<file path="config.mk">
export PLATFORM = sky130hd
export DESIGN_NAME = rvac_top
export DESIGN_NICKNAME = d
export VERILOG_FILES = /design/src/rvac_top.v
export VERILOG_INCLUDE_DIRS = /design/src /design/src/shared
export SDC_FILE = /design/constraint.sdc
export NUM_CORES = 1
export LEC_CHECK = 0
export BUFFER_PORTS_ARGS = -buffer_cell sky130_fd_sc_hd__buf_2
export CAP_MARGIN = 30
export CORE_ASPECT_RATIO = 0.7
export CORE_UTILIZATION = 40
export DETAILED_ROUTE_END_ITERATION = 8
export PLACE_DENSITY = 0.71
export REMOVE_ABC_BUFFERS = 1
export SYNTH_ARGS = -nofsm -noshare
export SYNTH_HDL_FRONTEND = slang
export SYNTH_SLANG_ARGS = --single-unit
export TNS_END_PERCENT = 100
</file>
<file path="constraint.sdc">
create_clock -name mclk -period 7.1 [get_ports mclk]
set_clock_uncertainty 0.15 [all_clocks]
set_input_delay 0.355 -clock mclk [delete_from_list [all_inputs] [get_ports mclk]]
set_output_delay 0.355 -clock mclk [all_outputs]
set_load 0.02 [all_outputs]
</file>
<file path="src/shared/rvac_map.vh">
// Register map, field positions and timing constants of the refill controller
`ifndef RVAC_MAP_VH
`define RVAC_MAP_VH

// Register word addresses (byte offsets)
`define RVAC_A_CTRL 8'h00
`define RVAC_A_VALVE 8'h04
`define RVAC_A_START 8'h08
`define RVAC_A_STOP 8'h0c
`define RVAC_A_TMO 8'h10
`define RVAC_A_ALM1 8'h14
`define RVAC_A_ALM2 8'h18
`define RVAC_A_STAT 8'h1c
`define RVAC_A_CAUSE 8'h20

// Control register fields
`define RVAC_C_DUAL 0
`define RVAC_C_SINGLE 1
`define RVAC_C_FILLCH 2
`define RVAC_C_MUTE 3

// Valve command fields
`define RVAC_V_STEP 0
`define RVAC_V_COMMIT 1

// Alarm configuration fields
`define RVAC_L_SRC 16
`define RVAC_L_DIR 17

// Read-back field positions (low bit of each field)
`define RVAC_F_MODE 0
`define RVAC_F_SEL 4
`define RVAC_S_VALVE 2
`define RVAC_S_RELAY1 3
`define RVAC_S_RELAY2 4
`define RVAC_S_TMO 5
`define RVAC_S_BUZZ 6
`define RVAC_S_MUTE 7
`define RVAC_S_VIEW 8
`define RVAC_S_MIN 16
`define RVAC_Q_ALM1 0
`define RVAC_Q_ALM2 4
`define RVAC_Q_TMO 8

// Valve control states
`define RVAC_M_CLOSED 2'h0
`define RVAC_M_AUTO 2'h1
`define RVAC_M_OPEN 2'h2
`define RVAC_M_TCLOSED 2'h3

// Channel codes
`define RVAC_CH_N2 1'b0
`define RVAC_CH_HE 1'b1

// Cause codes; muted is a display-only code
`define RVAC_K_NONE 3'h0
`define RVAC_K_LOW 3'h1
`define RVAC_K_HIGH 3'h2
`define RVAC_K_TMO 3'h3
`define RVAC_K_MUTED 3'h4

// Reset values
`define RVAC_R_CTRL 4'h1
`define RVAC_R_LVL 16'h0000
`define RVAC_R_DUAL 1'b1
`define RVAC_R_TMO 16'h0000

// Timing: minute length, display blink period, clock rate
`define RVAC_CLK_HZ 40'd200000000
`define RVAC_MINUTE_S 40'd60
`define RVAC_BLINK_MS 40'd500
`define RVAC_MS_PER_S 40'd1000

`endif

</file>
<file path="src/rvac_top.v">
// Cryogen refill valve controller with two non-latching level alarms
//
// Behaviour
// - Watchdog starts with each refill; timeout alarm if stop level late.
// - Timeout alarm removes power from the fill valve output.
// - Timeout moves valve from automatic to timeout-closed, reported apart.
// - Timeout interval of zero minutes disables the watchdog completely.
// - Several alarms may be active together; every active cause is reported.
// - Alarm source is selectable with two channels, forced with only one.
// - Each alarm fires at level <= setpoint, or >= setpoint when selected.
// - Level alarms do not latch; they drop when their condition goes away.
// - Any alarm sounds the buzzer and reports low, high or timeout cause.
// - Mute silences buzzer; status view alternates cause and muted meanwhile.
// - From manual-closed one step selects automatic; commit restarts refill.
// - Parameter writes leave valve manual-closed until auto is committed.
// - Automatic state holds the level between start and stop setpoints.
// - Watchdog only for nitrogen control; trips after open time >= timeout.
// - Manual-open powers valve, manual-closed unpowers it, no overrides.
// - Mute acts on the local buzzer only; relays ignore it, status reports it.
// - Each level alarm drives its own normally open relay output.
`include "rvac_map.vh"
`default_nettype none

module rvac_top #(
  parameter LW = 16,
  parameter [39:0] MIN_CYCLES = `RVAC_MINUTE_S * `RVAC_CLK_HZ,
  parameter [39:0] BLINK_CYCLES =
    `RVAC_BLINK_MS * `RVAC_CLK_HZ / `RVAC_MS_PER_S
) (
  input wire mclk,
  input wire arst_n,
  input wire [7:0] addr,
  input wire [31:0] wdata,
  input wire wr_stb,
  input wire rd_stb,
  output reg [31:0] rdata,
  input wire [LW-1:0] lvl_n2,
  input wire [LW-1:0] lvl_he,
  output reg valve_pwr,
  output reg relay1,
  output reg relay2,
  output reg buzzer
);

  // Reset release synchroniser
  // Two stages keep a late release from meeting some flops and not others
  reg rst_s1;
  reg rst_n;
  always @(posedge mclk or negedge arst_n) begin
    if (!arst_n) begin
      rst_s1 <= 1'b0;
      rst_n <= 1'b0;
    end else begin
      rst_s1 <= 1'b1;
      rst_n <= rst_s1;
    end
  end

  // Software-visible configuration
  reg dual;
  reg single_ch;
  reg fill_ch;
  reg [LW-1:0] fill_start;
  reg [LW-1:0] fill_stop;
  reg [15:0] tmo_min;
  reg [LW-1:0] sp1;
  reg [LW-1:0] sp2;
  reg src1;
  reg src2;
  reg dir1;
  reg dir2;

  // Valve state, pending selection and timing
  reg [1:0] mode;
  reg [1:0] sel;
  reg mute;
  reg [39:0] pre;
  reg [15:0] min_cnt;
  reg [39:0] blink_cnt;
  reg blink;

  // Strobe decode; parameter writes also drop the valve to manual-closed
  wire wr_ctrl = wr_stb && (addr == `RVAC_A_CTRL);
  wire wr_valve = wr_stb && (addr == `RVAC_A_VALVE);
  wire wr_param = wr_stb && ((addr == `RVAC_A_START) ||
    (addr == `RVAC_A_STOP) || (addr == `RVAC_A_TMO));

  // Effective channels: with one channel fitted every source is forced to it
  wire eff_src1 = dual ? src1 : single_ch;
  wire eff_src2 = dual ? src2 : single_ch;
  wire eff_fill = dual ? fill_ch : single_ch;
  wire [LW-1:0] lvl1 = (eff_src1 == `RVAC_CH_HE) ? lvl_he : lvl_n2;
  wire [LW-1:0] lvl2 = (eff_src2 == `RVAC_CH_HE) ? lvl_he : lvl_n2;
  wire [LW-1:0] lvl_fill = (eff_fill == `RVAC_CH_HE) ? lvl_he : lvl_n2;

  // Level alarms, evaluated afresh every cycle so nothing latches
  wire alm1 = dir1 ? (lvl1 >= sp1) : (lvl1 <= sp1);
  wire alm2 = dir2 ? (lvl2 >= sp2) : (lvl2 <= sp2);
  wire tmo_alm = (mode == `RVAC_M_TCLOSED);
  wire any_alm = alm1 || alm2 || tmo_alm;

  // Per-alarm cause codes
  wire [2:0] cause1 = !alm1 ? `RVAC_K_NONE :
    (dir1 ? `RVAC_K_HIGH : `RVAC_K_LOW);
  wire [2:0] cause2 = !alm2 ? `RVAC_K_NONE :
    (dir2 ? `RVAC_K_HIGH : `RVAC_K_LOW);
  wire [2:0] cause_t = tmo_alm ? `RVAC_K_TMO : `RVAC_K_NONE;

  // Watchdog: nitrogen control only, nonzero interval, valve open in auto
  // A zero interval holds the minute counter clear, so no trip can occur
  wire wd_on = (mode == `RVAC_M_AUTO) && valve_pwr &&
    (eff_fill == `RVAC_CH_N2) && (tmo_min != 16'h0000);
  wire minute = (pre == MIN_CYCLES - 40'd1);
  wire tmo_hit = wd_on && (min_cnt >= tmo_min);

  // Step order of the valve selector; timeout-closed leaves via manual-open
  function [1:0] rvac_step;
    input [1:0] cur;
    begin
      case (cur)
        `RVAC_M_CLOSED: rvac_step = `RVAC_M_AUTO;
        `RVAC_M_AUTO: rvac_step = `RVAC_M_OPEN;
        `RVAC_M_OPEN: rvac_step = `RVAC_M_CLOSED;
        default: rvac_step = `RVAC_M_OPEN;
      endcase
    end
  endfunction

  // Selection after an optional step; of valve writes, only a commit moves the mode
  wire [1:0] next_sel = wdata[`RVAC_V_STEP] ? rvac_step(sel) : sel;

  // Configuration registers
  always @(posedge mclk or negedge rst_n) begin
    if (!rst_n) begin
      dual <= `RVAC_R_DUAL;
      single_ch <= `RVAC_CH_N2;
      fill_ch <= `RVAC_CH_N2;
      fill_start <= `RVAC_R_LVL;
      fill_stop <= `RVAC_R_LVL;
      tmo_min <= `RVAC_R_TMO;
      sp1 <= `RVAC_R_LVL;
      sp2 <= `RVAC_R_LVL;
      src1 <= `RVAC_CH_N2;
      src2 <= `RVAC_CH_N2;
      dir1 <= 1'b0;
      dir2 <= 1'b0;
    end else if (wr_stb) begin
      if (addr == `RVAC_A_CTRL) begin
        dual <= wdata[`RVAC_C_DUAL];
        single_ch <= wdata[`RVAC_C_SINGLE];
        fill_ch <= wdata[`RVAC_C_FILLCH];
      end else if (addr == `RVAC_A_START) begin
        fill_start <= wdata[LW-1:0];
      end else if (addr == `RVAC_A_STOP) begin
        fill_stop <= wdata[LW-1:0];
      end else if (addr == `RVAC_A_TMO) begin
        tmo_min <= wdata[15:0];
      end else if (addr == `RVAC_A_ALM1) begin
        sp1 <= wdata[LW-1:0];
        src1 <= wdata[`RVAC_L_SRC];
        dir1 <= wdata[`RVAC_L_DIR];
      end else if (addr == `RVAC_A_ALM2) begin
        sp2 <= wdata[LW-1:0];
        src2 <= wdata[`RVAC_L_SRC];
        dir2 <= wdata[`RVAC_L_DIR];
      end
    end
  end

  // Valve state: the timeout wins over a commit in the same cycle, so a
  // trip is never hidden by an operator write racing it
  always @(posedge mclk or negedge rst_n) begin
    if (!rst_n) begin
      mode <= `RVAC_M_CLOSED;
      sel <= `RVAC_M_CLOSED;
    end else if (tmo_hit) begin
      mode <= `RVAC_M_TCLOSED;
      sel <= `RVAC_M_TCLOSED;
    end else if (wr_param) begin
      mode <= `RVAC_M_CLOSED;
      sel <= `RVAC_M_CLOSED;
    end else if (wr_valve) begin
      sel <= next_sel;
      if (wdata[`RVAC_V_COMMIT]) begin
        mode <= next_sel;
      end
    end
  end

  // Valve output with start/stop hysteresis in automatic
  always @(posedge mclk or negedge rst_n) begin
    if (!rst_n) begin
      valve_pwr <= 1'b0;
    end else begin
      case (mode)
        `RVAC_M_OPEN: valve_pwr <= 1'b1;
        `RVAC_M_CLOSED: valve_pwr <= 1'b0;
        `RVAC_M_TCLOSED: valve_pwr <= 1'b0;
        default: begin
          if (tmo_hit) begin
            valve_pwr <= 1'b0;
          end else if (lvl_fill >= fill_stop) begin
            valve_pwr <= 1'b0;
          end else if (lvl_fill <= fill_start) begin
            valve_pwr <= 1'b1;
          end
        end
      endcase
    end
  end

  // Minute prescaler and counter; both clear whenever the valve is shut
  always @(posedge mclk or negedge rst_n) begin
    if (!rst_n) begin
      pre <= 40'h0000000000;
      min_cnt <= 16'h0000;
    end else if (!wd_on) begin
      pre <= 40'h0000000000;
      min_cnt <= 16'h0000;
    end else if (minute) begin
      pre <= 40'h0000000000;
      if (min_cnt != 16'hffff) begin
        min_cnt <= min_cnt + 16'h0001;
      end
    end else begin
      pre <= pre + 40'h0000000001;
    end
  end

  // Mute holds only while some alarm is active
  always @(posedge mclk or negedge rst_n) begin
    if (!rst_n) begin
      mute <= 1'b0;
    end else if (!any_alm) begin
      mute <= 1'b0;
    end else if (wr_ctrl && wdata[`RVAC_C_MUTE]) begin
      mute <= 1'b1;
    end
  end

  // Blink phase for the alternating status view
  always @(posedge mclk or negedge rst_n) begin
    if (!rst_n) begin
      blink_cnt <= 40'h0000000000;
      blink <= 1'b0;
    end else if (blink_cnt == BLINK_CYCLES - 40'd1) begin
      blink_cnt <= 40'h0000000000;
      blink <= !blink;
    end else begin
      blink_cnt <= blink_cnt + 40'h0000000001;
    end
  end

  // Local annunciators; relays close while their alarm stands
  always @(posedge mclk or negedge rst_n) begin
    if (!rst_n) begin
      relay1 <= 1'b0;
      relay2 <= 1'b0;
      buzzer <= 1'b0;
    end else begin
      relay1 <= alm1;
      relay2 <= alm2;
      buzzer <= any_alm && !mute;
    end
  end

  // Status view code: first active cause, alternating with muted
  // Timeout goes first as it has already shut the valve
  reg [2:0] view;
  always @* begin
    view = `RVAC_K_NONE;
    if (cause_t != `RVAC_K_NONE) begin
      view = cause_t;
    end else if (cause1 != `RVAC_K_NONE) begin
      view = cause1;
    end else if (cause2 != `RVAC_K_NONE) begin
      view = cause2;
    end
    if (mute && blink) begin
      view = `RVAC_K_MUTED;
    end
  end

  // Read mux; unmapped addresses read zero
  reg [31:0] next_rdata;
  always @* begin
    next_rdata = 32'h00000000;
    if (addr == `RVAC_A_CTRL) begin
      next_rdata[`RVAC_C_DUAL] = dual;
      next_rdata[`RVAC_C_SINGLE] = single_ch;
      next_rdata[`RVAC_C_FILLCH] = fill_ch;
      next_rdata[`RVAC_C_MUTE] = mute;
    end else if (addr == `RVAC_A_VALVE) begin
      next_rdata[`RVAC_F_MODE +: 2] = mode;
      next_rdata[`RVAC_F_SEL +: 2] = sel;
    end else if (addr == `RVAC_A_START) begin
      next_rdata[LW-1:0] = fill_start;
    end else if (addr == `RVAC_A_STOP) begin
      next_rdata[LW-1:0] = fill_stop;
    end else if (addr == `RVAC_A_TMO) begin
      next_rdata[15:0] = tmo_min;
    end else if (addr == `RVAC_A_ALM1) begin
      next_rdata[LW-1:0] = sp1;
      next_rdata[`RVAC_L_SRC] = src1;
      next_rdata[`RVAC_L_DIR] = dir1;
    end else if (addr == `RVAC_A_ALM2) begin
      next_rdata[LW-1:0] = sp2;
      next_rdata[`RVAC_L_SRC] = src2;
      next_rdata[`RVAC_L_DIR] = dir2;
    end else if (addr == `RVAC_A_STAT) begin
      next_rdata[`RVAC_F_MODE +: 2] = mode;
      next_rdata[`RVAC_S_VALVE] = valve_pwr;
      next_rdata[`RVAC_S_RELAY1] = relay1;
      next_rdata[`RVAC_S_RELAY2] = relay2;
      next_rdata[`RVAC_S_TMO] = tmo_alm;
      next_rdata[`RVAC_S_BUZZ] = buzzer;
      next_rdata[`RVAC_S_MUTE] = mute;
      next_rdata[`RVAC_S_VIEW +: 3] = view;
      next_rdata[`RVAC_S_MIN +: 16] = min_cnt;
    end else if (addr == `RVAC_A_CAUSE) begin
      next_rdata[`RVAC_Q_ALM1 +: 3] = cause1;
      next_rdata[`RVAC_Q_ALM2 +: 3] = cause2;
      next_rdata[`RVAC_Q_TMO +: 3] = cause_t;
    end
  end

  // Read data stands only in the cycle after the strobe
  always @(posedge mclk or negedge rst_n) begin
    if (!rst_n) begin
      rdata <= 32'h00000000;
    end else if (rd_stb) begin
      rdata <= next_rdata;
    end else begin
      rdata <= 32'h00000000;
    end
  end

endmodule // rvac_top

`default_nettype wire
</file>
==> results of run 1 <==
layer usage:
metal | vias up | part of all wire (%)
met4 | 0 | 2.3
li1 | 4881 | -
met3 | 63 | 9.5
met1 | 5123 | 48
met2 | 397 | 41
met5 | - | 0
cell type report:
class                   instances  share of cell area, %
well taps                     427                   3.53
clock inverters                11                  0.933
inverters                      97                   2.40
flip-flops and latches        227                   37.5
multi-input cells             942                   45.9
clock buffers                  31                   4.39
repair buffers                131                   5.27
per-stage QoR:
step,setup slack [ns],instance area (um2),cells,power (mW)
5_1_grt,2.52,15100,1866,3.14
2_1_floorplan,0.157,13000,1266,1.59
4_1_cts,2.95,15100,1865,3.04
6_report,2.71,15100,1866,3.02
3_3_place_gp,3.01,14100,1806,1.72
3_5_place_dp,2.95,14200,1807,1.73
kinds of logic after synthesis:
family / count (synthesis) / synth area share [%]
buffers and inverters: 139 / 4.24
AOI/OAI and AO/OA: 199 / 9.45
adders and majority gates: 87 / 8.26
xor gates and xnor gates: 89 / 5.91
muxes: 128 / 11.5
DFF: 227 / 43.1
other: 1 / 0.0284
and+or+nand+nor: 438 / 17.5
critical path: cells and delay by family, from the launching register on:
| family | cells | cell delay, ns |
|---|---|---|
| AND/OR/NAND/NOR | 4 | 1.72 |
| AO/OA/AOI/OAI | 4 | 0.80 |
| flip-flops | 1 | 0.60 |
| multiplexers | 1 | 0.39 |
| buffers and inverters | 1 | 0.31 |
| adder cells (fa/ha/maj) | 1 | 0.30 |
registers in the layout, indices dropped and copies added (netlist names), 2 cells and up:
signal / flops
sp2: 16
fill_start: 16
sp1: 16
min_cnt: 16
tmo_min: 16
mode: 2
sel: 2
pre: 40
fill_stop: 16
rdata: 32
blink_cnt: 40
power by group through the flow:
stage	Sequential [mW]	Combinational, mW	Clock, mW
2_1_floorplan	1.40	0.188	0
3_3_place_gp	1.40	0.322	0
3_5_place_dp	1.40	0.333	0
4_1_cts	1.38	0.342	1.32
5_1_grt	1.38	0.383	1.37
6_report	1.38	0.345	1.29
layout by cell type, fill, tap and decap left out, types with 8 or more instances in the layout:
cell	instances
sky130_fd_sc_hd__a211oi_1	10
sky130_fd_sc_hd__a21o_1	14
sky130_fd_sc_hd__a21oi_1	53
sky130_fd_sc_hd__a22oi_1	8
sky130_fd_sc_hd__and2_1	22
sky130_fd_sc_hd__and3_1	13
sky130_fd_sc_hd__and4_1	12
sky130_fd_sc_hd__buf_2	98
sky130_fd_sc_hd__buf_4	16
sky130_fd_sc_hd__clkbuf_16	23
sky130_fd_sc_hd__dfrtp_1	225
sky130_fd_sc_hd__dlygate4sd3_1	16
sky130_fd_sc_hd__ha_1	87
sky130_fd_sc_hd__inv_1	97
sky130_fd_sc_hd__mux2_2	107
sky130_fd_sc_hd__mux2_4	8
sky130_fd_sc_hd__mux2i_1	8
sky130_fd_sc_hd__nand2_1	97
sky130_fd_sc_hd__nand3_1	37
sky130_fd_sc_hd__nand4_1	42
sky130_fd_sc_hd__nor2_1	111
sky130_fd_sc_hd__nor3_1	23
sky130_fd_sc_hd__nor4_1	22
sky130_fd_sc_hd__nor4b_1	10
sky130_fd_sc_hd__o211ai_1	9
sky130_fd_sc_hd__o21ai_0	60
sky130_fd_sc_hd__or3_1	11
sky130_fd_sc_hd__xnor2_1	44
sky130_fd_sc_hd__xor2_1	45
path summary, 6_finish.rpt:
path / startpoint / end / slack, ns / cells past startpoint
worst max register to register: dual / rdata[8] / 2.71 / 11
worst min-delay path: wdata[2] / sp1[2] / 0.03 / 3
worst max-delay path: dual / rdata[8] / 2.71 / 11
min in group asynchronous: rst_n / rdata[17] / 0.12 / 0
worst min register to register: rst_n / rdata[17] / 0.12 / 0
max in group asynchronous: rst_n / pre[29] / 5.52 / 1
==> results.toml, run 1 <==
[timing]
hold_violations = 0
fin_tns_setup_ns = 0
report.final.slew_viol_count = 0
grt_setup_unrepaired = "no"
finalWorstPathRequiredPeriod_ns = 4.39
minimum_hold_slack_ns = 0.0283
fmaxAchievable_mhz = 228
transition_time_of_the_tightest_slew_check_pin_ns = 1.07
relSlewSlack_pct = 28.3
final_count_of_negative_setup_slack_endpoints = 0
period_share_pct = 61.8

[min_path]
worstHoldPathType = "input port to flip-flop"

[logic_synthesis]
post_synth.cell_area_avg_um2 = 10.1
synth_async_sr_flop_share_pct = 100
syn-cell-area_um2 = 13200
synth_top_flop_cell = "sky130_fd_sc_hd__dfrtp_1"
synth.top_cells.by_count = "sky130_fd_sc_hd__dfrtp_1, sky130_fd_sc_hd__nor2_1, sky130_fd_sc_hd__mux2_2, sky130_fd_sc_hd__inv_1, sky130_fd_sc_hd__nand2_1"
leading_cell_type_by_number_of_instances_after_synthesis = "sky130_fd_sc_hd__dfrtp_1"
synth_enable_flop_cells = 0
syn-instance-count = 1308
largest_area_contributor_in_the_netlist = "sky130_fd_sc_hd__dfrtp_1"
synth.area.top_cells = "sky130_fd_sc_hd__dfrtp_1, sky130_fd_sc_hd__mux2_2, sky130_fd_sc_hd__ha_1"
yosysWarningCount = 0
yosysSeqAreaShare_pct = 43.1
ys_types = 71
postSynthRegisterBits = 227
area_share_of_the_largest_cell_type_after_synthesis_pct = 42.9

[cells_and_area]
multi_input_gate_area_in_the_final_layout_um2 = 6960
area.growth.synth_to_final_pct = 14.9
final_nets = 1585
finish.utilization_pct = 46.8
sequential_cell_area_um2 = 5690
final_layout_size_suffix_gt1_share_pct = 20.8
insertedDiodeCount = 0
fillCellCount = 3069

[routing]
vias = 10500
drt_pre_antenna_iters = 7
drt-vias-per-instance = 5.61
detailedRoute.firstIterationViolations = 835
drc = 0
ant_nets = 0
totalWireLength_mm = 36.5
route.detailed.wl_per_inst_um = 19.5

[job]
maximum_capacitance_violations = 0

[floorplan]
core_um2 = 32300
die_w_um = 219
design.die.area_um2 = 33700
initial_standard_cell_utilization_of_the_core_pct = 40.8
boundaryPins = 112
floorplan.die.height_um = 154
rows = 55

[clock_tree]
post_cts_hold_buffer_count = 16
cts-root-buf = "sky130_fd_sc_hd__clkbuf_16"
post_cts_resized = 0
clockBufferDepth = 3
cts.sinks = 227
clock_insertion_delay_worst_skew_ns = 0.53
cts_max_level = 1
cts_tree = "done"
post-cts-setup-buffer-count = 0
cts_buffers = 23
clkSlewWorstSetupHoldPaths_ns = 0.06

[power]
switching_share_pct = 25.7
worst_ir_drop_vdd_mv = 0.117
portion_of_total_power_attributed_to_sequential_cells_pct = 45.7
share_comb_of_total_power_pct = 11.4
share_clk_of_total_power_pct = 42.9
power_report.internal_total_mw = 2.24
power.density_cell_area_nw_per_um2 = 199
static-leakage-power_nw = 6.89
power.net_switching_mw = 0.777

[critical_path]
required_ns = 7.37
cpMaxStageDelayCell = "sky130_fd_sc_hd__nor4_1"
crit_type = "flip-flop to flip-flop"
setup.worst_path.end_class = "flip-flop"
critical_path_arrival_ns = 4.66
critPathLaunchType = "flip-flop"
timing.critical_path.cells = "nor2b_1 -> a21oi_2 -> buf_4 -> mux2_2 -> ha_1 -> nand4_1 -> nor4_1 -> a21oi_1 -> nor4_1 -> o31ai_1 -> a21oi_1"
worstPathMaxFanout = 16
crit_path_max_incr_delay_ns = 1.01

[global_route]
globalRoute.busiestLayer = "met1"
gr-usage-met1_pct = 33.2
initial_antenna_violation_count = 0
grt_pass1_wl_mm = 57.8
grt_usage_pct = 22.0
gr-usage-met2_pct = 31.2
grt_pass1_vias = 10300
groute.layer.met3.usage_pct = 5.56
grt_max_degree = 73
remaining_overflow_grt = 0

[placed_design]
finalWeightedCongestion = 0.981
place_hpwl_mm = 27.0
port-buffer-count = 97

[run_status]
result_of_the_run = "finished, final reports clean"
Power figures use the tool's default switching activity.
==> run 2, diff against run 1 <==
--- a/config.mk
+++ b/config.mk
@@ -6,12 +6,13 @@
 export SDC_FILE = /design/constraint.sdc
 export NUM_CORES = 1
 export LEC_CHECK = 0
+export ABC_AREA = 1
 export BUFFER_PORTS_ARGS = -buffer_cell sky130_fd_sc_hd__buf_2
 export CAP_MARGIN = 30
 export CORE_ASPECT_RATIO = 0.7
 export CORE_UTILIZATION = 40
 export DETAILED_ROUTE_END_ITERATION = 8
-export PLACE_DENSITY = 0.71
+export PLACE_DENSITY = 0.69
 export REMOVE_ABC_BUFFERS = 1
 export SYNTH_ARGS = -nofsm -noshare
 export SYNTH_HDL_FRONTEND = slang
==> constraint.sdc (replaced) <==
create_clock -name mclk -period 4.1 [get_ports mclk]
set_clock_uncertainty 0.15 [all_clocks]
set_input_delay 0.205 -clock mclk [delete_from_list [all_inputs] [get_ports mclk]]
set_output_delay 0.205 -clock mclk [all_outputs]
set_load 0.02 [all_outputs]
==> results.toml, run 2 <==
[global_route]
grt_pass1_wl_mm = 62.9
grt_pass1_vias = 11600
remaining_overflow_grt = 0
initial_antenna_violation_count = 0
grt_max_degree = 79
grt_usage_pct = 23.1

[timing]
transition_time_of_the_tightest_slew_check_pin_ns = 0.995
relSlewSlack_pct = 33.1
report.final.slew_viol_count = 0
timing.final.ws_setup_ns = 0.597
finalWorstPathRequiredPeriod_ns = 3.50
final_count_of_negative_setup_slack_endpoints = 0
hold_violations = 0
period_share_pct = 85.4
fmaxAchievable_mhz = 285
fin_tns_setup_ns = 0
grt_setup_unrepaired = "no"

[clock_tree]
cts_buffers = 24
clkSlewWorstSetupHoldPaths_ns = 0.06
cts_tree = "done"
post_cts_resized = 0
cts_max_level = 1
clock_insertion_delay_worst_skew_ns = 0.54
cts.sinks = 227
clockBufferDepth = 3
cts-root-buf = "sky130_fd_sc_hd__clkbuf_16"

[routing]
route.detailed.wl_per_inst_um = 16.9
ant_nets = 0
drt-vias-per-instance = 5.30
drc = 0
totalWireLength_mm = 39.4
detailedRoute.firstIterationViolations = 1196
vias = 12400
drt_pre_antenna_iters = 5

[logic_synthesis]
postSynthRegisterBits = 227
synth.area.top_cells = "sky130_fd_sc_hd__dfrtp_1, sky130_fd_sc_hd__nand2_1, sky130_fd_sc_hd__ha_1"
ys_types = 53
syn-instance-count = 1767
synth_enable_flop_cells = 0
post_synth.cell_area_avg_um2 = 7.64
synth_async_sr_flop_share_pct = 100
synth.top_cells.by_count = "sky130_fd_sc_hd__nand2_1, sky130_fd_sc_hd__inv_1, sky130_fd_sc_hd__dfrtp_1, sky130_fd_sc_hd__o21ai_0, sky130_fd_sc_hd__nor2_1"
yosysWarningCount = 0
leading_cell_type_by_number_of_instances_after_synthesis = "sky130_fd_sc_hd__nand2_1"
yosysSeqAreaShare_pct = 42.1
area_share_of_the_largest_cell_type_after_synthesis_pct = 41.9
syn-cell-area_um2 = 13500
largest_area_contributor_in_the_netlist = "sky130_fd_sc_hd__dfrtp_1"
synth_top_flop_cell = "sky130_fd_sc_hd__dfrtp_1"

[floorplan]
initial_standard_cell_utilization_of_the_core_pct = 41.2
die_w_um = 222
floorplan.die.height_um = 156
core_um2 = 32800
rows = 55
boundaryPins = 112
design.die.area_um2 = 34500

[critical_path]
worstPathMaxFanout = 32
cp_common_cell = "sky130_fd_sc_hd__nand2_1"
reg2reg_depth = 17
regToRegStartpoint = "dual"
cpMaxStageDelayCell = "sky130_fd_sc_hd__dfstp_2"
crit_path_max_incr_delay_ns = 0.54
critPathLaunchType = "flip-flop"
worst_r2r_endpoint = "rdata[5]"
regToRegSetupSlack_ns = 0.60
timing.critical_path.cells = "inv_2 -> nand2_1 -> o21ai_2 -> buf_4 -> nand2_1 -> o21ai_0 -> ha_1 -> a21oi_1 -> o21ai_0 -> a21oi_1 -> nand3_1 -> nand3_1 -> nand2_1 -> nand2_1 -> o2111ai_1 -> nor2_1 -> nor2_1"
setup.worst_path.end_class = "flip-flop"
critical_path_arrival_ns = 3.75
required_ns = 4.35
crit_type = "flip-flop to flip-flop"

[job]
maximum_capacitance_violations = 0

[cells_and_area]
fillCellCount = 3232
area.growth.synth_to_final_pct = 16.0
biggestRegsByFlops = "blink_cnt x40, pre x40, rdata x32"
multi_input_gate_area_in_the_final_layout_um2 = 6630
final_nets = 2057
sequential_cell_area_um2 = 5690
final_layout_size_suffix_gt1_share_pct = 10.4
layout_common_cells = "sky130_fd_sc_hd__nand2_1, sky130_fd_sc_hd__inv_1, sky130_fd_sc_hd__dfrtp_1"
layout.cells.most_common = "sky130_fd_sc_hd__nand2_1"
insertedDiodeCount = 0

[power]
power.density_cell_area_nw_per_um2 = 348
power_report.internal_total_mw = 3.99
static-leakage-power_nw = 7.08
switching_share_pct = 26.7
share_comb_of_total_power_pct = 13.2
power.net_switching_mw = 1.46
worst_ir_drop_vdd_mv = 0.288
portion_of_total_power_attributed_to_sequential_cells_pct = 43.9
share_clk_of_total_power_pct = 43.0

[placed_design]
place_hpwl_mm = 29.9
port-buffer-count = 97
finalWeightedCongestion = 0.959
place_worst_setup_slack_ns = 0.777

[run_status]
result_of_the_run = "finished, final reports clean"

[min_path]
worstHoldPathType = "input port to flip-flop"
min-delay-start = "addr[2]"
hold_end = "rdata[6]"
hold-path-cell-count = 4
==> run 2: worst max path at each step <==
| stage | slack (ns) | cells past startpoint | start | end |
|---|---|---|---|---|
| 2_1_floorplan | -2.84 | 0 | rst_n | blink |
| 3_3_place_gp | 0.78 | 19 | dual | rdata[8] |
| 3_5_place_dp | 0.78 | 16 | dual | mute |
| 4_1_cts | 0.76 | 16 | dual | mute |
| 5_1_grt | 0.42 | 16 | dual | rdata[5] |
| 6_report | 0.60 | 17 | dual | rdata[5] |
==> run 2: cell type report <==
cell class	instances	area share, %
well taps	427	3.41
inverters	278	6.68
flip-flops and latches	227	36.3
repair buffers	140	5.88
clock inverters	9	0.951
clock buffers	34	4.40
multi-input cells	1223	42.3
==> run 2: timing repair <==
item                                   CTS  global route
buffers inserted                         0             0
endpoints found under the hold margin  101             0
hold buffers                            22             0
==> run 2: cell families after synthesis <==
| family | after synthesis | share of synthesized area (%) |
|---|---|---|
| DFF | 227 | 42.1 |
| other | 1 | 0.0278 |
| and+or+nand+nor | 727 | 23.6 |
| xor gates and xnor gates | 45 | 2.92 |
| buffers and inverters | 317 | 8.85 |
| adders and majority gates | 87 | 8.07 |
| AOI/OAI and AO/OA | 363 | 14.5 |
==> run 2: per-stage QoR <==
stage	power [mW]	instances	utilization (%)	hold WS, ns	area [um2]
4_1_cts	5.49	2337	47.7	0.0376	15600
3_5_place_dp	3.11	2272	44.5	-0.157	14600
6_report	5.45	2338	47.8	0.0545	15700
2_1_floorplan	2.86	1728	-	-0.241	13300
5_1_grt	5.69	2338	47.8	0.0494	15700
3_3_place_gp	3.09	2272	44.5	-0.158	14600
==> run 2: metal layers <==
| metal | up-vias | wire length, um | track usage (%) |
|---|---|---|---|
| li1 | 6045 | - | - |
| met4 | 0 | 698 | 4.73 |
| met1 | 5823 | 19400 | 35.4 |
| met3 | 46 | 3440 | 4.95 |
| met5 | - | 0 | 0 |
| met2 | 466 | 15800 | 33.0 |
==> run 2: critical path, delay by kind of cell (launching register included) <==
kind,cells,cell delay [ns]
compound gates,6,1.05
simple gates,8,0.99
flops,1,0.54
fa+ha+maj,1,0.31
buf+inv,2,0.29
==> run 2: power groups by stage <==
| stage | clock, mW | sequential (mW) | combinational [mW] |
|---|---|---|---|
| 3_3_place_gp | 0 | 2.44 | 0.656 |
| 2_1_floorplan | 0 | 2.45 | 0.412 |
| 6_report | 2.34 | 2.39 | 0.716 |
| 4_1_cts | 2.40 | 2.40 | 0.694 |
| 5_1_grt | 2.47 | 2.40 | 0.821 |
| 3_5_place_dp | 0 | 2.44 | 0.674 |
